[src/verilog/ppo_regs.svh]
`ifndef PPO_REGS_SVH
`define PPO_REGS_SVH
`define PPO_IDX_FEED_DIV 16'h60EE
`define PPO_IDX_POS_OPT 16'h60F2
`define PPO_SUB_COUNT 8'h00
`define PPO_SUB_OPT 8'h00
`define PPO_FB_COUNT 8'h03
`define PPO_DIV_RST 32'h00000001
`define PPO_OPT_RST 16'h0001
`define PPO_REL_LSB 0
`define PPO_RLS_LSB 4
`define PPO_RAD_LSB 6
`endif

[src/verilog/ppo_pkg.sv]
package ppo_pkg;
  typedef enum logic [1:0] {
    PPO_REL_PREV = 2'h0,
    PPO_REL_RAMP = 2'h1,
    PPO_REL_ACT = 2'h2,
    PPO_REL_RSV = 2'h3
  } ppo_rel_t;
  typedef enum logic [1:0] {
    PPO_RLS_NONE = 2'h0,
    PPO_RLS_REACH = 2'h1,
    PPO_RLS_ASAP = 2'h2,
    PPO_RLS_RSV = 2'h3
  } ppo_rls_t;
  typedef enum logic [1:0] {
    PPO_RAD_LIN = 2'h0,
    PPO_RAD_NEG = 2'h1,
    PPO_RAD_POS = 2'h2,
    PPO_RAD_SHORT = 2'h3
  } ppo_rad_t;
  typedef enum logic [1:0] {
    PPO_SP_IDLE = 2'h0,
    PPO_SP_HELD = 2'h1,
    PPO_SP_REL = 2'h2
  } ppo_sp_t;
endpackage

[src/verilog/ppo_divider.sv]
`timescale 1ns/1ns
`default_nettype none
module ppo_divider #(
  parameter int W = 32
) (
  input wire logic ref_clk_i,
  input wire logic rst_n_i,
  input wire logic ce_i,
  input wire logic start_i,
  input wire logic [W-1:0] num_i,
  input wire logic [W-1:0] den_i,
  output logic busy_o,
  output logic done_o,
  output logic [W-1:0] quo_o
);
  localparam int CW = $clog2(W + 1);
  typedef struct packed {
    logic busy;
    logic done;
    logic [CW-1:0] cnt;
    logic [W-1:0] rem;
    logic [W-1:0] quo;
    logic [W-1:0] den;
  } ppo_div_st_t;
  ppo_div_st_t st_q;
  ppo_div_st_t st_d;
  logic [W:0] rem2;

  // restoring division, one quotient bit per cycle
  always_comb
  begin
    st_d = st_q;
    st_d.done = 1'b0;
    rem2 = {st_q.rem, st_q.quo[W-1]};
    if (!st_q.busy)
    begin
      if (start_i)
      begin
        st_d.busy = 1'b1;
        st_d.cnt = CW'(W);
        st_d.rem = '0;
        st_d.quo = num_i;
        st_d.den = den_i;
      end
    end
    else if (st_q.den == '0)
    begin
      // zero divisor saturates rather than hanging
      st_d.busy = 1'b0;
      st_d.done = 1'b1;
      st_d.quo = '1;
    end
    else
    begin
      if (rem2 >= {1'b0, st_q.den})
      begin
        st_d.rem = W'(rem2 - {1'b0, st_q.den});
        st_d.quo = {st_q.quo[W-2:0], 1'b1};
      end
      else
      begin
        st_d.rem = rem2[W-1:0];
        st_d.quo = {st_q.quo[W-2:0], 1'b0};
      end
      st_d.cnt = st_q.cnt - CW'(1);
      if (st_q.cnt == CW'(1))
      begin
        st_d.busy = 1'b0;
        st_d.done = 1'b1;
      end
    end
  end

  always_ff @(posedge ref_clk_i or negedge rst_n_i)
  begin
    if (!rst_n_i)
      st_q <= '0;
    else if (ce_i)
      st_q <= st_d;
  end

  assign busy_o = st_q.busy;
  assign done_o = st_q.done;
  assign quo_o = st_q.quo;
endmodule
`default_nettype wire

[src/verilog/ppo_target.sv]
`timescale 1ns/1ns
`default_nettype none
module ppo_target #(
  parameter int W = 32
) (
  input wire logic rel_i,
  input wire ppo_pkg::ppo_rel_t rel_sel_i,
  input wire ppo_pkg::ppo_rad_t rad_sel_i,
  input wire logic signed [W-1:0] tgt_i,
  input wire logic signed [W-1:0] prev_i,
  input wire logic prev_vld_i,
  input wire logic signed [W-1:0] ramp_i,
  input wire logic signed [W-1:0] act_i,
  input wire logic signed [W-1:0] min_i,
  input wire logic signed [W-1:0] max_i,
  output logic signed [W-1:0] abs_o,
  output logic dir_pos_o,
  output logic via_o
);
  logic signed [W-1:0] span;
  logic signed [W-1:0] base;
  logic signed [W-1:0] raw;
  logic signed [W-1:0] diff;

  // target resolve, then range fold and direction choice
  always_comb
  begin
    span = max_i - min_i + W'(1);
    unique case (rel_sel_i)
      ppo_pkg::PPO_REL_RAMP: base = ramp_i;
      ppo_pkg::PPO_REL_ACT: base = act_i;
      default: base = prev_vld_i ? prev_i : '0;
    endcase
    raw = rel_i ? base + tgt_i : tgt_i;
    // a single fold: wraps the demand into the range in every direction mode
    abs_o = raw;
    if (raw > max_i)
      abs_o = raw - span;
    else if (raw < min_i)
      abs_o = raw + span;
    diff = abs_o - act_i;
    if (diff < 0)
      diff = diff + span;
    dir_pos_o = abs_o >= act_i;
    via_o = (raw > max_i) || (raw < min_i);
    unique case (rad_sel_i)
      ppo_pkg::PPO_RAD_NEG:
      begin
        dir_pos_o = 1'b0;
        via_o = abs_o > act_i;
      end
      ppo_pkg::PPO_RAD_POS:
      begin
        dir_pos_o = 1'b1;
        via_o = abs_o < act_i;
      end
      ppo_pkg::PPO_RAD_SHORT:
      begin
        dir_pos_o = (diff <<< 1) < span;
        via_o = dir_pos_o ? (abs_o < act_i) : (abs_o > act_i);
      end
      default:
      begin
      end
    endcase
  end
endmodule
`default_nettype wire

[src/verilog/ppo_options.sv]
`timescale 1ns/1ns
`default_nettype none
`include "ppo_regs.svh"
module ppo_options #(
  parameter int FB = `PPO_FB_COUNT
) (
  input wire logic ref_clk_i,
  input wire logic rst_n_i,
  input wire logic ce_i,
  input wire logic od_req_i,
  input wire logic od_we_i,
  input wire logic [15:0] od_index_i,
  input wire logic [7:0] od_sub_i,
  input wire logic [31:0] od_wdata_i,
  output logic od_ack_o,
  output logic od_err_o,
  output logic [31:0] od_rdata_o,
  input wire logic pp_mode_i,
  input wire logic ctrl_new_sp_i,
  input wire logic ctrl_rel_i,
  input wire logic sp_ready_i,
  input wire logic target_reached_i,
  input wire logic signed [31:0] target_pos_i,
  input wire logic signed [31:0] ramp_out_i,
  input wire logic signed [31:0] actual_pos_i,
  input wire logic signed [31:0] range_min_i,
  input wire logic signed [31:0] range_max_i,
  input wire logic [FB-1:0][31:0] feed_i,
  input wire logic [FB-1:0][31:0] motor_rev_i,
  input wire logic [FB-1:0][31:0] drive_rev_i,
  output logic sp_ack_o,
  output logic nsp_clear_o,
  output logic signed [31:0] demand_target_o,
  output logic dir_pos_o,
  output logic via_limit_o,
  output logic [FB-1:0][31:0] feed_const_o,
  output logic [FB-1:0][31:0] gear_ratio_o
);
  localparam int JW = $clog2(2 * FB);
  localparam logic [15:0] OPT_RST = `PPO_OPT_RST;
  typedef struct packed {
    logic [FB-1:0][31:0] div;
    logic [15:0] opt;
    ppo_pkg::ppo_rel_t rel;
    ppo_pkg::ppo_rls_t rls;
    ppo_pkg::ppo_rad_t rad;
    ppo_pkg::ppo_sp_t sp;
    logic nsp_prev;
    logic ack;
    logic clr;
    logic [31:0] prev;
    logic prev_vld;
    logic [31:0] dem;
    logic dir;
    logic via;
    logic [JW-1:0] job;
    logic start;
    logic [FB-1:0][31:0] feed;
    logic [FB-1:0][31:0] gear;
    logic [31:0] rdata;
    logic rack;
    logic rerr;
  } ppo_opt_st_t;
  ppo_opt_st_t st_q;
  ppo_opt_st_t st_d;
  logic div_done;
  logic [31:0] div_quo;
  logic [31:0] div_num;
  logic [31:0] div_den;
  logic [JW-1:0] gj;
  logic signed [31:0] t_abs;
  logic t_dir;
  logic t_via;
  logic hit_div;
  logic hit_opt;
  logic sub_ok;
  logic [7:0] si;
  logic [15:0] wopt;
  logic acc;

  // one shared divider walks feed jobs, then gear jobs
  always_comb
  begin
    gj = st_q.job - JW'(FB);
    if (st_q.job < JW'(FB))
    begin
      div_num = feed_i[st_q.job];
      div_den = st_q.div[st_q.job];
    end
    else
    begin
      div_num = motor_rev_i[gj];
      div_den = drive_rev_i[gj];
    end
  end

  ppo_divider #(
    .W(32)
  ) u_div (
    .ref_clk_i(ref_clk_i),
    .rst_n_i(rst_n_i),
    .ce_i(ce_i),
    .start_i(st_q.start),
    .num_i(div_num),
    .den_i(div_den),
    .busy_o(),
    .done_o(div_done),
    .quo_o(div_quo)
  );

  ppo_target #(
    .W(32)
  ) u_tgt (
    .rel_i(ctrl_rel_i),
    .rel_sel_i(st_q.rel),
    .rad_sel_i(st_q.rad),
    .tgt_i(target_pos_i),
    .prev_i(st_q.prev),
    .prev_vld_i(st_q.prev_vld),
    .ramp_i(ramp_out_i),
    .act_i(actual_pos_i),
    .min_i(range_min_i),
    .max_i(range_max_i),
    .abs_o(t_abs),
    .dir_pos_o(t_dir),
    .via_o(t_via)
  );

  // dictionary decode
  assign hit_div = od_index_i == `PPO_IDX_FEED_DIV;
  assign hit_opt = od_index_i == `PPO_IDX_POS_OPT;
  assign sub_ok = (od_sub_i != 8'h00) && (od_sub_i <= 8'(FB));
  assign si = od_sub_i - 8'h01;
  assign wopt = od_wdata_i[15:0];
  assign acc = pp_mode_i && ctrl_new_sp_i && !st_q.nsp_prev && sp_ready_i
               && st_q.sp == ppo_pkg::PPO_SP_IDLE;

  always_comb
  begin
    st_d = st_q;
    st_d.start = 1'b0;
    st_d.clr = 1'b0;
    st_d.rack = 1'b0;
    st_d.rerr = 1'b0;
    st_d.nsp_prev = ctrl_new_sp_i;
    // results land per job; loop keeps them tracking inputs
    if (div_done)
    begin
      if (st_q.job < JW'(FB))
        st_d.feed[st_q.job] = div_quo;
      else
        st_d.gear[gj] = div_quo;
      st_d.job = (st_q.job == JW'(2 * FB - 1)) ? '0 : st_q.job + JW'(1);
      st_d.start = 1'b1;
    end
    // register access, answered one cycle later
    if (od_req_i)
    begin
      st_d.rack = 1'b1;
      st_d.rdata = '0;
      if (hit_div && od_sub_i == `PPO_SUB_COUNT)
      begin
        if (od_we_i)
          st_d.rerr = 1'b1;
        else
          st_d.rdata = 32'(FB);
      end
      else if (hit_div && sub_ok)
      begin
        if (od_we_i)
          st_d.div[si] = od_wdata_i;
        else
          st_d.rdata = st_q.div[si];
      end
      else if (hit_opt && od_sub_i == `PPO_SUB_OPT)
      begin
        if (od_we_i)
        begin
          st_d.opt = wopt;
          // reserved codes are stored but never become active
          if (wopt[`PPO_REL_LSB +: 2] != 2'h3)
            st_d.rel = ppo_pkg::ppo_rel_t'(wopt[`PPO_REL_LSB +: 2]);
          if (wopt[`PPO_RLS_LSB +: 2] != 2'h3)
            st_d.rls = ppo_pkg::ppo_rls_t'(wopt[`PPO_RLS_LSB +: 2]);
          st_d.rad = ppo_pkg::ppo_rad_t'(wopt[`PPO_RAD_LSB +: 2]);
        end
        else
          st_d.rdata = {16'h0000, st_q.opt};
      end
      else
        st_d.rerr = 1'b1;
    end
    // new-setpoint handshake
    unique case (st_q.sp)
      ppo_pkg::PPO_SP_IDLE:
      begin
        if (acc)
        begin
          st_d.sp = ppo_pkg::PPO_SP_HELD;
          st_d.ack = 1'b1;
          st_d.dem = t_abs;
          st_d.dir = t_dir;
          st_d.via = t_via;
          st_d.prev = t_abs;
          st_d.prev_vld = 1'b1;
        end
      end
      ppo_pkg::PPO_SP_HELD:
      begin
        if (!ctrl_new_sp_i)
        begin
          st_d.sp = ppo_pkg::PPO_SP_IDLE;
          st_d.ack = 1'b0;
        end
        else if (st_q.rls == ppo_pkg::PPO_RLS_ASAP ||
                 (st_q.rls == ppo_pkg::PPO_RLS_REACH && target_reached_i))
        begin
          st_d.clr = 1'b1;
          st_d.sp = ppo_pkg::PPO_SP_REL;
        end
      end
      ppo_pkg::PPO_SP_REL:
      begin
        // acknowledge drops one cycle after the clear request, without waiting for the bit to fall
        st_d.sp = ppo_pkg::PPO_SP_IDLE;
        st_d.ack = 1'b0;
      end
      default:
      begin
        st_d.sp = ppo_pkg::PPO_SP_IDLE;
        st_d.ack = 1'b0;
      end
    endcase
  end

  // state register, frozen while clock enable is low
  always_ff @(posedge ref_clk_i or negedge rst_n_i)
  begin
    if (!rst_n_i)
    begin
      st_q <= '0;
      st_q.div <= {FB{`PPO_DIV_RST}};
      st_q.opt <= OPT_RST;
      st_q.rel <= ppo_pkg::ppo_rel_t'(OPT_RST[`PPO_REL_LSB +: 2]);
      st_q.rls <= ppo_pkg::ppo_rls_t'(OPT_RST[`PPO_RLS_LSB +: 2]);
      st_q.rad <= ppo_pkg::ppo_rad_t'(OPT_RST[`PPO_RAD_LSB +: 2]);
      st_q.start <= 1'b1;
    end
    else if (ce_i)
      st_q <= st_d;
  end

  assign od_ack_o = st_q.rack;
  assign od_err_o = st_q.rerr;
  assign od_rdata_o = st_q.rdata;
  assign sp_ack_o = st_q.ack;
  assign nsp_clear_o = st_q.clr;
  assign demand_target_o = st_q.dem;
  assign dir_pos_o = st_q.dir;
  assign via_limit_o = st_q.via;
  assign feed_const_o = st_q.feed;
  assign gear_ratio_o = st_q.gear;
endmodule
`default_nettype wire

[config.mk]
export PLATFORM = sky130hd
export DESIGN_NAME = ppo_options
export DESIGN_NICKNAME = d
export VERILOG_FILES = /design/src/verilog/ppo_pkg.sv /design/src/verilog/ppo_divider.sv /design/src/verilog/ppo_target.sv /design/src/verilog/ppo_options.sv
export VERILOG_INCLUDE_DIRS = /design/src /design/src/verilog
export SDC_FILE = /design/constraint.sdc
export NUM_CORES = 2
export LEC_CHECK = 0
export BUFFER_PORTS_ARGS = -buffer_cell sky130_fd_sc_hd__buf_4
export CAP_MARGIN = 40
export CORE_AREA = 2 2 300 302
export CTS_CLUSTER_DIAMETER = 50
export DETAILED_ROUTE_END_ITERATION = 16
export DIE_AREA = 0 0 302 304
export HOLD_SLACK_MARGIN = 0.1
export MAX_ROUTING_LAYER = met4
export PLACE_DENSITY_LB_ADDON = 0.1
export SYNTH_ARGS = -nofsm -noshare
export SYNTH_HDL_FRONTEND = slang
export SYNTH_HIERARCHICAL = 1
export SYNTH_SLANG_ARGS = --single-unit
export TNS_END_PERCENT = 30
[constraint.sdc]
create_clock -name ref_clk_i -period 21.2 [get_ports ref_clk_i]
set_clock_uncertainty 0.1 [all_clocks]
set_input_delay 1.06 -clock ref_clk_i [delete_from_list [all_inputs] [get_ports ref_clk_i]]
set_output_delay 1.06 -clock ref_clk_i [all_outputs]
set_load 0.02 [all_outputs]
==> metrics.txt <==
critical path launch point type flip-flop; Distinct cells, synth around 120; clock latency on the worst-skew pair about 0.63 ns; Clock transition at path regs around 0.050 ns; Reg2Reg Setup Slack between 6 and 7 ns; Final TNS setup 0 ns; CTS HTree Levels 3; Least-Margin Pin Slew ~1.1 ns; I/O pin count approximately 780; Slew Limit Fails 0; antenna violations before repair 7; Synth Cell Area 0.0414 mm^2; Via density about 6; CP max-delay cell dfstp_2; Synth Instances around 4,500; Yosys top cell area share 0.292; period utilization 0.707; via count ~37,000; asr flop ratio synth 1.00; proportion of layout cells with a drive suffix above 1 0.303; Final Util 0.546; Final ANT Viol Nets 0; drt first pass iters 5; Fmax roughly 67 MHz; Post-synth EDFFs 0; Critical Path Fanout Max 34; Required @ worst endpoint between 20 and 25 ns; Area Growth Syn to Fin 17.4%; Total GRT Usage 0.348; Commonest cells post-synth 484 x dfrtp_1, 447 x mux2_2, 355 x ha_1; CTS Hold Bufs 0; clock buffer depth 3; Synth area leaders dfrtp_1 29%, mux2_2 12%, ha_1 11%; first-pass GRT wire length between 200 and 250 mm; DRT iter0 DRCs just over 3,000; #FFs+latches synth slightly below 500; CP Class flip-flop to flip-flop; critical path capture point type flip-flop; PostCTS Resize Cnt 0; max_cap viols 0; Primary FF master, synth dfrtp_1; hold crit path type input pin to async pin; run status completed; TritonCTS clock tree built; Rows 110; RSZ-0062 raised after global routing false; Total Nets Final around 5,800; IO buf count about 780; vias in the first global route approximately 36,000; Final Setup Violations 0; total CTS buffers a little under 70; Routability Congestion 1.01; Crit path largest cell delay roughly 0.54 ns; aggregate global routing overflow 0; Die Y slightly above 300 um; HPWL after detailed placement around 120 mm; Worst EP arrival 15.39 ns; postcts setup bufs 0; yosys warns 6; Total Wirelength approximately 160 mm; detailed-route DRC error count 0; core box area 0.0890 mm^2; Syn Area/Cell 9.25 um^2; Top cell by count, worst path a21o_1; crit path time final roughly 15 ns; largest net degree at the start of global routing 177; Initial Util 0.465; Die Wd about 300 um; cell with the most instances after synthesis dfrtp_1; Routed WL per cell ~26 um; Syn Nets ~5,400; root buffer cell clkbuf_16; Synth area leader dfrtp_1; sequential-to-total area share from yosys stat 0.296; die area between 0.09 and 0.1 mm^2; Final Hold Viols 0; clock sink total a little under 500; Max transition margin 0.261
[worst paths after layout]
| path | cells past startpoint | end | startpoint |
|---|---|---|---|
| max in group asynchronous | 4 | u_div/rem2[25] | rst_n_i |
| setup / recovery | 65 | via_limit_o | st_q[306] |
| min in group ref_clk_i | 2 | od_rdata_o[18] | od_rdata_o[18] |
| hold / removal | 1 | demand_target_o[9] | rst_n_i |
| hold reg to reg | 2 | od_rdata_o[18] | od_rdata_o[18] |
| setup reg to reg | 65 | via_limit_o | st_q[306] |
[cells in the final DEF (no fill, tap or decap), types with 76 or more instances in the layout]
master / n
buf_4: 820
nand2_1: 315
o21ai_0: 234
o22ai_1: 76
a21oi_1: 291
dfrtp_1: 481
mux2_2: 447
a221oi_1: 107
xnor2_1: 78
ha_1: 353
inv_1: 262
a21o_1: 115
nor2_1: 199
[through the flow]
step | cells | hold slack [ns] | area [um^2] | worst slack, ns
global route | 6111 | 0.370 | 48600 | 5.37
finish | 6111 | 0.321 | 48600 | 6.20
CTS | 6105 | 0.360 | 48600 | 6.50
floorplan | 4477 | 0.350 | 41400 | 9.20
global placement | 5962 | 0.363 | 46000 | 6.36
detailed placement | 5981 | 0.372 | 46200 | 6.61
[critical path: cells and delay by family, from the launching register on]
| family | cells | cell delay (ns) |
|---|---|---|
| AOI/OAI and AO/OA | 39 | 8.20 |
| adders and majority gates | 7 | 2.09 |
| and+or+nand+nor | 10 | 1.33 |
| buffers and inverters | 5 | 1.20 |
| muxes | 3 | 1.08 |
| DFF | 1 | 0.54 |
| xor gates and xnor gates | 1 | 0.22 |
[metal layers]
metal	wire (um)	vias to the layer above	global-route usage	part of all wire
met5	0	-	-	0
met2	72900	1413	0.545	0.46
li1	-	17000	-	-
met3	11100	293	0.0544	0.070
met4	7660	0	0.147	0.048
met1	67300	18100	0.445	0.42
[layout make-up]
class                      instances  area (um^2)
clock inverter                    37          502
tap                             1176         1470
sequential                       490        12300
inverter                         263          987
multi-input combinational       3216        25100
clock buffer                      87         1890
antenna                            5         12.5
timing repair buffer             837         6400
fill                            8229        40400
[state kept, by name, indices dropped and copies added (netlist names), 32 cells and up]
signal / count
u_div/quo_o: 32
st_q: 124
demand_target_o: 32
u_div/st_q: 38
u_div/rem2: 32
od_rdata_o: 32
feed_const_o: 96
gear_ratio_o: 96
[kinds of logic after synthesis]
kind of cell / synth area share
muxes: 0.156
xor gates and xnor gates: 0.0271
and+or+nand+nor: 0.104
DFF: 0.296
adders and majority gates: 0.111
AOI/OAI and AO/OA: 0.206
buffers and inverters: 0.101
Power is not shown: default switching activity piles up to over one toggle a cycle in this logic, so the estimate is an artifact.
